**src/logic/lpm_pkg.sv**
```systemverilog
package lpm_pkg;
    localparam logic [31:0] ADDR_STOP_CTRL = 32'h0000_0038;
    localparam logic [31:0] ADDR_CLK_CTRL  = 32'h0000_003C;
    localparam logic [31:0] ADDR_STATUS    = 32'h0000_0040;
    localparam int SMC_STOP = 7;
    localparam int SMC_RELEASE_METHOD_SELECT = 6;
    localparam int SMC_RETURN_MODE_SELECT = 5;
    localparam int SMC_KEEP = 4;
    localparam int SMC_WUT_HI = 3;
    localparam int SMC_WUT_LO = 2;
    localparam int CMC_XEN = 7;
    localparam int CMC_XTEN = 6;
    localparam int CMC_SYSCK = 5;
    localparam int CMC_IDLE = 4;
    localparam int CMC_TIMING_GEN_HALT = 2;
    localparam int CMC_TBEN = 0;
    localparam logic [7:0] SMC_RESET = 8'h00;
    localparam logic [7:0] CMC_RESET = 8'h80;
    localparam logic [7:0] SMC_RD_MASK = 8'hFC;
    localparam logic [7:0] CMC_RD_MASK = 8'hF5;
    localparam logic [17:0] WARM_FAST_0 = 18'h3_0000;
    localparam logic [17:0] WARM_FAST_1 = 18'h1_0000;
    localparam logic [17:0] WARM_FAST_2 = 18'h0_C000;
    localparam logic [17:0] WARM_FAST_3 = 18'h0_4000;
    localparam logic [17:0] WARM_SLOW_0 = 18'h0_6000;
    localparam logic [17:0] WARM_SLOW_1 = 18'h0_2000;
    localparam logic [17:0] WARM_SLOW_2 = 18'h0_00C0;
    localparam logic [17:0] WARM_SLOW_3 = 18'h0_0040;
    localparam logic [1:0] HTRANS_NONSEQ = 2'b10;
    localparam logic HRESP_OKAY = 1'b0;

    typedef enum logic [2:0] {
        MODE_RUN     = 3'b000,
        MODE_GATED   = 3'b001,
        MODE_TG_HALT = 3'b010,
        MODE_STOP    = 3'b011,
        MODE_WARMUP  = 3'b100
    } mode_t;

    typedef struct packed {
        logic cpu_en;
        logic wdt_en;
        logic periph_en;
        logic tbt_en;
        logic fast_osc_en;
        logic slow_osc_en;
        logic main_slow;
        logic div_low_en;
    } clock_gates_t;

    typedef struct packed {
        logic port_hiz;
        logic stop_pin_hiz;
        logic input_force_zero;
    } port_ctrl_t;

    typedef struct packed {
        mode_t       mode;
        logic [7:0]  stop_mode_control;
        logic [7:0]  clock_mode_control;
        logic [17:0] warm_count;
        logic        tb_prev;
        logic        pin_prev;
        logic        tben_at_entry;
        logic        tb_latch;
        logic        resume;
        logic        wr_pend;
        logic [31:0] wr_addr;
        logic [31:0] hrdata;
    } state_t;
endpackage

```
**src/logic/low_power_mode_controller.sv**
```systemverilog
// Local design decision: the AHB-Lite interface to the registers.
`timescale 1ns/100ps
module low_power_mode_controller
#(
    parameter logic [17:0] WARM_FAST_00 = lpm_pkg::WARM_FAST_0, // fast warm-up, code 00
    parameter logic [17:0] WARM_FAST_01 = lpm_pkg::WARM_FAST_1, // fast warm-up, code 01
    parameter logic [17:0] WARM_FAST_10 = lpm_pkg::WARM_FAST_2, // fast warm-up, code 10
    parameter logic [17:0] WARM_FAST_11 = lpm_pkg::WARM_FAST_3, // fast warm-up, code 11
    parameter logic [17:0] WARM_SLOW_00 = lpm_pkg::WARM_SLOW_0, // slow warm-up, code 00
    parameter logic [17:0] WARM_SLOW_01 = lpm_pkg::WARM_SLOW_1  // slow warm-up, code 01
)
(
    input  wire logic                 clk,            // 250 MHz system clock
    input  wire logic                 nrst,           // sync reset, also reset pin
    input  wire logic                 hsel,           // ahb slave select
    input  wire logic [31:0]          haddr,          // ahb address
    input  wire logic [1:0]           htrans,         // ahb transfer type
    input  wire logic                 hwrite,         // ahb write
    input  wire logic [2:0]           hsize,          // ahb size
    input  wire logic [31:0]          hwdata,         // ahb write data
    input  wire logic                 hready,         // ahb bus ready
    output logic                      hreadyout,      // ahb slave ready
    output logic [31:0]               hrdata,         // ahb read data
    output logic                      hresp,          // ahb response
    input  wire logic                 wake_request,   // any interrupt request
    input  wire logic                 tb_source,      // selected time base clock
    input  wire logic                 stop_release_in,// stop input pin level
    input  wire logic                 fast_tick,      // one per fast osc cycle
    input  wire logic                 slow_tick,      // one per slow osc cycle
    input  wire logic                 master_interrupt_enable, // cpu master enable
    input  wire logic                 time_base_irq_enable,    // individual enable
    input  wire logic                 tb_irq_ack,     // latch cleared by cpu
    output lpm_pkg::clock_gates_t     gates,          // clock and osc enables
    output lpm_pkg::port_ctrl_t       port_ctrl,      // port state in stop
    output logic                      time_base_irq_latch, // pending time base irq
    output logic                      tb_irq_take,    // time base irq serviced
    output logic                      resume_pulse    // execution resumes
);
    import lpm_pkg::*;

    // slow warm-up codes 10 and 11 are short enough to stay fixed
    localparam logic [17:0] WARM_SLOW_10 = WARM_SLOW_2;
    localparam logic [17:0] WARM_SLOW_11 = WARM_SLOW_3;

    state_t      cur;
    state_t      next_cur;
    logic        addr_ok;
    logic        wr_now;
    logic [7:0]  wbyte;
    logic [7:0]  smc;
    logic [7:0]  cmc;
    logic        ret_slow;
    logic        tb_fall;
    logic        pin_rise;
    logic        warm_tick;
    logic [17:0] warm_target;
    logic [31:0] status_word;

    assign smc = cur.stop_mode_control;
    assign cmc = cur.clock_mode_control;
    assign ret_slow = smc[SMC_RETURN_MODE_SELECT];
    assign tb_fall = cur.tb_prev & ~tb_source;
    assign pin_rise = ~cur.pin_prev & stop_release_in;
    assign warm_tick = ret_slow ? slow_tick : fast_tick;
    assign addr_ok = hsel & hready & (htrans == HTRANS_NONSEQ);
    assign wr_now = cur.wr_pend;
    assign wbyte = hwdata[7:0];
    assign status_word = {26'h000_0000, cmc[CMC_SYSCK], cur.tb_latch, 1'b0, cur.mode};

    // warm-up length by code and return mode
    always_comb
    begin
        unique case (smc[SMC_WUT_HI:SMC_WUT_LO])
            2'b00:   warm_target = ret_slow ? WARM_SLOW_00 : WARM_FAST_00;
            2'b01:   warm_target = ret_slow ? WARM_SLOW_01 : WARM_FAST_01;
            2'b10:   warm_target = ret_slow ? WARM_SLOW_10 : WARM_FAST_10;
            2'b11:   warm_target = ret_slow ? WARM_SLOW_11 : WARM_FAST_11;
        endcase
    end

    always_comb
    begin
        next_cur = cur;
        next_cur.tb_prev = tb_source;
        next_cur.pin_prev = stop_release_in;
        next_cur.resume = 1'b0;
        next_cur.wr_pend = addr_ok & hwrite;
        next_cur.wr_addr = haddr;

        // registered read data for the following data phase
        if (addr_ok & ~hwrite)
        begin
            if (haddr == ADDR_STOP_CTRL)
            begin
                // low bits read back as zero
                next_cur.hrdata = {24'h00_0000, smc & SMC_RD_MASK};
            end
            else if (haddr == ADDR_CLK_CTRL)
            begin
                next_cur.hrdata = {24'h00_0000, cmc & CMC_RD_MASK};
            end
            else if (haddr == ADDR_STATUS)
            begin
                next_cur.hrdata = status_word;
            end
            else
            begin
                next_cur.hrdata = 32'h0000_0000;
            end
        end

        // register writes only take effect in run mode
        if (wr_now && cur.mode == MODE_RUN)
        begin
            if (cur.wr_addr == ADDR_STOP_CTRL)
            begin
                next_cur.stop_mode_control = wbyte;
                if (wbyte[SMC_STOP])
                begin
                    // level release with pin already high skips stop
                    if (wbyte[SMC_RELEASE_METHOD_SELECT] && stop_release_in)
                    begin
                        next_cur.mode = MODE_WARMUP;
                    end
                    else
                    begin
                        next_cur.mode = MODE_STOP;
                    end
                    next_cur.warm_count = 18'h0_0000;
                end
            end
            else if (cur.wr_addr == ADDR_CLK_CTRL)
            begin
                next_cur.clock_mode_control = wbyte;
                // idle entry also used for the slow sleeps
                if (wbyte[CMC_IDLE])
                begin
                    next_cur.mode = MODE_GATED;
                    next_cur.clock_mode_control[CMC_TIMING_GEN_HALT] = 1'b0;
                end
                else if (wbyte[CMC_TIMING_GEN_HALT])
                begin
                    next_cur.mode = MODE_TG_HALT;
                    next_cur.tben_at_entry = wbyte[CMC_TBEN];
                end
            end
        end

        unique case (cur.mode)
            MODE_RUN:
            begin
            end
            MODE_GATED:
            begin
                if (wake_request)
                begin
                    next_cur.mode = MODE_RUN;
                    next_cur.clock_mode_control[CMC_IDLE] = 1'b0;
                    next_cur.resume = 1'b1;
                end
            end
            MODE_TG_HALT:
            begin
                // falling time base edge restores clocks
                if (tb_fall)
                begin
                    next_cur.mode = MODE_RUN;
                    next_cur.clock_mode_control[CMC_TIMING_GEN_HALT] = 1'b0;
                    // slow return lands with fast osc off
                    if (cmc[CMC_SYSCK])
                    begin
                        next_cur.clock_mode_control[CMC_XEN] = 1'b0;
                    end
                    next_cur.resume = 1'b1;
                end
            end
            MODE_STOP:
            begin
                if (smc[SMC_RELEASE_METHOD_SELECT] ? stop_release_in : pin_rise)
                begin
                    next_cur.mode = MODE_WARMUP;
                    next_cur.warm_count = 18'h0_0000;
                end
            end
            MODE_WARMUP:
            begin
                if (warm_tick)
                begin
                    next_cur.warm_count = cur.warm_count + 18'h0_0001;
                end
                if (cur.warm_count >= warm_target)
                begin
                    next_cur.mode = MODE_RUN;
                    next_cur.stop_mode_control[SMC_STOP] = 1'b0;
                    // return mode selects the run flavour
                    next_cur.clock_mode_control[CMC_SYSCK] = ret_slow;
                    next_cur.clock_mode_control[CMC_XEN] = ~ret_slow;
                    next_cur.resume = 1'b1;
                end
            end
            default:
            begin
                next_cur.mode = MODE_RUN;
            end
        endcase

        // latch set on timer-wake return when TBEN was set at entry; set beats clear
        if (cur.mode == MODE_TG_HALT && tb_fall && cur.tben_at_entry)
        begin
            next_cur.tb_latch = 1'b1;
        end
        else if (tb_irq_ack)
        begin
            next_cur.tb_latch = 1'b0;
        end
    end

    always_ff @(posedge clk)
    begin
        // reset always lands in fast single-clock run
        if (!nrst)
        begin
            cur <= '{
                mode:               MODE_RUN,
                stop_mode_control:  SMC_RESET,
                clock_mode_control: CMC_RESET,
                warm_count:         18'h0_0000,
                tb_prev:            1'b0,
                pin_prev:           1'b0,
                tben_at_entry:      1'b0,
                tb_latch:           1'b0,
                resume:             1'b0,
                wr_pend:            1'b0,
                wr_addr:            32'h0000_0000,
                hrdata:             32'h0000_0000
            };
        end
        else
        begin
            cur <= next_cur;
        end
    end

    // clock gating per mode
    always_comb
    begin
        gates.cpu_en = 1'b0;
        gates.wdt_en = 1'b0;
        gates.periph_en = 1'b0;
        gates.tbt_en = 1'b0;
        gates.fast_osc_en = cmc[CMC_XEN];
        gates.slow_osc_en = cmc[CMC_XTEN] | cmc[CMC_SYSCK];
        gates.main_slow = cmc[CMC_SYSCK];
        // first divider stage stopped in slow with fast osc off
        gates.div_low_en = ~(cmc[CMC_SYSCK] & ~cmc[CMC_XEN]);
        unique case (cur.mode)
            MODE_RUN:
            begin
                gates.cpu_en = 1'b1;
                gates.wdt_en = 1'b1;
                gates.periph_en = 1'b1;
                gates.tbt_en = 1'b1;
            end
            MODE_GATED:
            begin
                // cpu and watchdog halted, peripherals clocked
                // fast osc follows its enable bit in sleep
                gates.periph_en = 1'b1;
                gates.tbt_en = 1'b1;
            end
            MODE_TG_HALT:
            begin
                // only the time base keeps its clock
                gates.tbt_en = 1'b1;
            end
            MODE_STOP:
            begin
                gates.fast_osc_en = 1'b0;
                gates.slow_osc_en = 1'b0;
                gates.div_low_en = 1'b0;
            end
            MODE_WARMUP:
            begin
                gates.fast_osc_en = ~ret_slow;
                gates.slow_osc_en = ret_slow | cmc[CMC_XTEN];
                gates.main_slow = ret_slow;
                gates.div_low_en = ~ret_slow;
            end
            default:
            begin
            end
        endcase
    end

    assign port_ctrl.port_hiz = (cur.mode == MODE_STOP) & ~smc[SMC_KEEP];
    assign port_ctrl.stop_pin_hiz = (cur.mode == MODE_STOP);
    // inputs forced low with outputs off
    assign port_ctrl.input_force_zero = (cur.mode == MODE_STOP) & ~smc[SMC_KEEP];

    // service only with all three enables
    assign tb_irq_take = cur.tb_latch & master_interrupt_enable & time_base_irq_enable
                         & cmc[CMC_TBEN] & (cur.mode == MODE_RUN);

    assign time_base_irq_latch = cur.tb_latch;
    assign resume_pulse = cur.resume;
    assign hreadyout = 1'b1;
    assign hresp = HRESP_OKAY;
    assign hrdata = cur.hrdata;
endmodule

```
**config.mk**
```make
export PLATFORM = sky130hd
export DESIGN_NAME = low_power_mode_controller
export DESIGN_NICKNAME = d
export VERILOG_FILES = /design/src/logic/lpm_pkg.sv /design/src/logic/low_power_mode_controller.sv
export SDC_FILE = /design/constraint.sdc
export NUM_CORES = 1
export LEC_CHECK = 0
export BUFFER_PORTS_ARGS = -buffer_cell sky130_fd_sc_hd__buf_2
export CORE_UTILIZATION = 55
export CTS_CLUSTER_SIZE = 8
export DETAILED_ROUTE_END_ITERATION = 10
export PLACE_DENSITY = 0.85
export SETUP_SLACK_MARGIN = 0.4
export SYNTH_ARGS = -nofsm -noshare
export SYNTH_HDL_FRONTEND = slang
export SYNTH_SLANG_ARGS = --single-unit
```
**constraint.sdc**
```tcl
create_clock -name clk -period 6.2 [get_ports clk]
set_input_delay 0.31 -clock clk [delete_from_list [all_inputs] [get_ports clk]]
set_output_delay 0.31 -clock clk [all_outputs]
set_load 0.01 [all_outputs]
```
-- After elaboration in Yosys (flattened, before gate mapping)
Cells that the tools add are included.
- add/subtract/negate cells: 1
- magnitude comparators: 1
- equality and inequality tests: 13
- multiplexer cells: 54
- bitwise operators: 23
- reduce and logical (&&, ||, !) cells: 12
- operators by type and width (kind ; count):
    32-bit by 6-bit equality test with 1-bit output, second input constant ; 4
    18-bit two-way mux ; 5
    18-bit case mux with 4 select lines ; 1
    8-bit two-way mux ; 5
    37-bit two-way mux ; 1
    18-bit case mux with 2 select lines ; 1
    32-bit by 7-bit equality test with 1-bit output, second input constant ; 1
    3-bit two-way mux ; 9
    1-bit two-way mux ; 21
    18-bit by 1-bit adder with 18-bit output, second input constant ; 1
    18-bit greater-or-equal comparator ; 1
    17-bit two-way mux ; 1
    16-bit two-way mux ; 1
    15-bit two-way mux ; 1
    3-bit case mux with 5 select lines ; 1
    1-bit bitwise AND ; 12
    1-bit inverter ; 9
    2-bit equality test, second input constant ; 3
    3-bit by 2-bit equality test with 1-bit output, second input constant ; 2
    6-bit two-way mux ; 1
    5-bit AND reduction ; 1
    1-bit logical AND ; 4
    4-bit two-way mux ; 1
    1-bit case mux with 2 select lines ; 2
    14 further kinds ; 15
- register bits after elaboration: 107
- bits of input ports: 82
- output and inout bits: 48
- logic and storage cells: 118

-- Depth between registers and ports, before layout
- depth after elaboration: 8
- gate-level depth with buffers: 10
- depth with buffers taken out: 9

-- Worst setup path before layout
OpenSTA, ideal clock, no wires.
- path kind: register -> register
- from: reg cur, in the netlist smc[5]
- to: reg cur, in the netlist resume_pulse
- library setup time: 120 ps
- arrival: 2212 ps
- required time: 6080 ps
- path slack: 3869 ps
- cell stages (with the launch flop): 11
- path buffers: 1
- clock period less this slack: 2331 ps
- cell sequence: dfxtp_1 > clkbuf_1 > nand2b_1 > nor2_1 > a21oi_1 > ha_1 > a211oi_1 > nand2_1 > o31ai_1 > nor2_1 > o31a_1
- cells in the longest elaborated chain, start to end: 5
- elaborated cells between the ends (all ways): 8
- classes of those cells: order compare: 1; mux: 7
- ends and longest elaborated chain (item ; RTL line ; RTL):
    start: declaration ; low_power_mode_controller.sv:45 ; state_t cur;
    start signal: assignment ; low_power_mode_controller.sv:223 ; cur <= '{
    start signal: assignment ; low_power_mode_controller.sv:240 ; cur <= next_cur;
    15-bit two-way mux, or another cell as far along ; low_power_mode_controller.sv:77 ; 2'b11: warm_target = ret_slow ? WARM_SLOW_11 : WARM_FAST_11;
    18-bit case mux with 4 select lines * ; low_power_mode_controller.sv:73 ; unique case (smc[SMC_WUT_HI:SMC_WUT_LO])
    18-bit greater-or-equal comparator * ; low_power_mode_controller.sv:191 ; if (cur.warm_count >= warm_target)
    1-bit two-way mux * ; low_power_mode_controller.sv:191 ;
    1-bit case mux with 3 select lines * ; low_power_mode_controller.sv:149 ; unique case (cur.mode)
Mark *: on every way between the ends. The rest lies on a longest branch, timed or not.
A chain may end at the register's enable or synchronous reset.

-- Worst setup path in the final report
Same ends and word-level chain as after synthesis.

==> flow_metrics.py <==
metrics = {
    "run_status": {
        "status": "completed",
    },
    "finish": {
        "layout.area.seq_um2": 1580,
        "layout.nets": 620,
        "n_fill_cell": 629,
        "fin_area_um2": 4520,
        "multiInputGateArea_um2": 2180,
        "area_growth_pct": 10.6,
        "finalNonFillerCells": 633,
        "finalCoreUtilization": 0.626,
        "layout-drive-gt1-share": 0.206,
        "antenna_cells": 0,
    },
    "logic_synthesis": {
        "synth_edf_count": 0,
        "ys_async_sr_fraction": 0,
        "synth_compound_area_frac": 0.135,
        "syn-mean-instance-area_um2": 8.60,
        "synth_largest_area_cell": "dfxtp_1",
        "synth-adder-area-share": 0.0276,
        "synth_top_family_by_area": "simple AND/OR/NAND/NOR gates",
        "yosysSeqAreaShare": 0.387,
        "yosysTopAreaCellShare": 0.387,
        "synthMuxAreaShare": 0.0453,
        "ys.flop_type": "dfxtp_1",
        "synth_xor_area_frac": 0,
        "syn_inst": 475,
        "synthSimpleGateAreaFrac": 0.302,
        "yosys.cell_types.count": 57,
        "synth_warnings": 0,
        "synthTopCellsByArea": "dfxtp_1 (39%), buf_4 (6.6%), and2_1 (5.2%)",
        "synth-seq-cells": 79,
        "syn_area_um2": 4080,
    },
    "global_routing": {
        "antenna_found_initial": 0,
        "grtUsageMet3": 0.0490,
        "overflow": 0,
        "grt_util_met2": 0.393,
        "busiest_layer": "met2",
        "grt_pass1_vias": 3205,
        "grt_max_degree": 51,
        "use_met1": 0.335,
        "grt_usage": 0.249,
        "grt_pass1_wl_mm": 14.9,
    },
    "floorplanning": {
        "die_w_um": 88.2,
        "row_count": 31,
        "core_area_um2": 7210,
        "die_y_um": 88.2,
        "dieArea_um2": 7770,
        "io_pins": 130,
        "start_util": 0.566,
    },
    "timing": {
        "rsz0062_at_grt": "false",
        "finalCritPeriodShare": 0.457,
        "skew_ns": 0.0119,
        "drv_slew": 0,
        "clock.fmax_ghz": 0.353,
        "setup_violations": 0,
        "hold_ws_ns": 0.172,
        "worst_slack_ns": 3.37,
        "slew_headroom": 0.286,
        "hold_viol_final": 0,
        "fin_setup_tns_ns": 0,
        "worst_pin_slew_ns": 1.06,
        "min_period_ns": 2.83,
    },
    "critical_path": {
        "crit_path_start_kind": "flip-flop",
        "path_cells": "inv_1, nand3b_1, ha_1, a211oi_1, nand2_1, o31ai_1, nor2_1, o31a_1",
        "crit_type": "reg -> reg",
        "arrival_ns": 3.07,
        "critPathSlowestCell": "o31ai_1",
        "end_kind": "flip-flop",
        "max_stage_delay_ns": 0.69,
        "cp_max_fo": 12,
        "worstPathRequired_ns": 6.44,
    },
    "detailed_routing": {
        "dr.pass1.iters": 6,
        "routed_wl_mm": 9.55,
        "drc": 0,
        "antenna_left": 0,
        "wl_per_cell_um": 15.1,
        "drt_iter0_markers": 179,
        "vias": 3677,
        "via_per_inst": 5.81,
    },
    "clock_tree": {
        "clk_pin_slew_ns": 0.09,
        "cts_root_buf": "clkbuf_8",
        "clk_latency_ns": 0.35,
        "cts_tree": "yes",
        "hold_buffers": 0,
        "cts.sinks": 79,
        "htreeDepth": 3,
        "cts_buffer_depth": 2,
        "cts_buffers": 9,
        "cts-resized-gates": 0,
        "postCtsSetupRepairBufs": 0,
    },
    "job": {
        "cap_violations": 0,
    },
    "pwr": {
        "ir_worst_vdd_uv": 128,
        "power_mw": 0.951,
        "powerDensity_nw_per_um2": 211,
        "p_leak_nw": 1.79,
    },
    "placed_design": {
        "dpl_cell_area_um2": 4330,
        "dpl.hpwl_mm": 6.80,
        "place_inst": 617,
        "port_buffers": 75,
        "pre_cts_slack_ns": 3.39,
        "gp_congestion": 0.897,
    },
    "min_path": {
        "hold_path.class": "in -> reg",
    },
}
cells in the mapped netlist, types with 13 or more instances:
cell and n:
nand4_1 13, inv_1 16, nor3_1 18, a21oi_1 20, nand2_1 31, mux2i_1 14
nor4_1 19, and2_1 34, buf_4 36, clkbuf_1 18, dfxtp_1 79, nor2_1 38
o21ai_0 20
layer usage:
metal / vias up / part of all wire
li1: 1762 / -
met1: 1721 / 0.44
met2: 171 / 0.47
met3: 23 / 0.073
met4: 0 / 0.018
met5: - / 0
registers in the layout (all words and copies together) (netlist names):
name                 count
wr_now                   1
smc                      6
cur                     56
cmc                      6
time_base_irq_latch      1
hrdata                   8
resume_pulse             1
final timing paths:
path                   to  slack (ns)  cells after the start  startpoint
max          resume_pulse        3.37                      8      smc[5]
min               cur[41]        0.17                      2    haddr[9]
max reg2reg  resume_pulse        3.37                      8      smc[5]
min reg2reg     hrdata[2]        0.45                      2   hrdata[2]
area by class of cell:
| type | instances | share of cell area |
|---|---|---|
| Multi-Input combinational cell | 347 | 0.483 |
| Sequential cell | 79 | 0.350 |
| Timing Repair Buffer | 75 | 0.0831 |
| Clock buffer | 10 | 0.0305 |
| Tap cell | 99 | 0.0274 |
| Inverter | 17 | 0.0141 |
| Clock inverter | 6 | 0.0114 |
cells by family (layout without fill, tap and decap cells):
group / after synthesis / after routing
AOI/OAI and AO/OA: 85 / 85
adders and majority gates: 9 / 9
buffers and inverters: 73 / 108
DFF: 79 / 79
muxes: 18 / 18
other: 2 / 26
and+or+nand+nor: 209 / 209
cells in the final DEF (no fill, tap or decap), drive strengths merged, types with 5 or more instances in the layout:
master,count
inv,18
nand3,12
a21oi,20
nor3,19
mux2i,14
o21ai,20
or3,7
nor2,38
a31oi,10
dfxtp,79
clkbuf,10
buf,75
nand2,32
nor4,24
and2,34
ha,9
conb,26
a32oi,5
nand4,14
worst max-delay path, delay by kind of cell (launching register included):
family	cells	cell delay (ns)
buffers and inverters	1	0.19
DFF	1	0.58
AOI/OAI and AO/OA	3	1.32
adders and majority gates	1	0.24
and+or+nand+nor	3	0.40
power by group:
| part | internal, mW | total [mW] | switching [mW] | leakage (nW) |
|---|---|---|---|---|
| registers | 0.519 | 0.524 | 0.00563 | 0.646 |
| clock network | 0.161 | 0.362 | 0.201 | 0.0935 |
| logic | 0.0255 | 0.0639 | 0.0384 | 1.05 |
| total | 0.706 | 0.951 | 0.245 | 1.79 |
(Power assumes the default switching activity.)
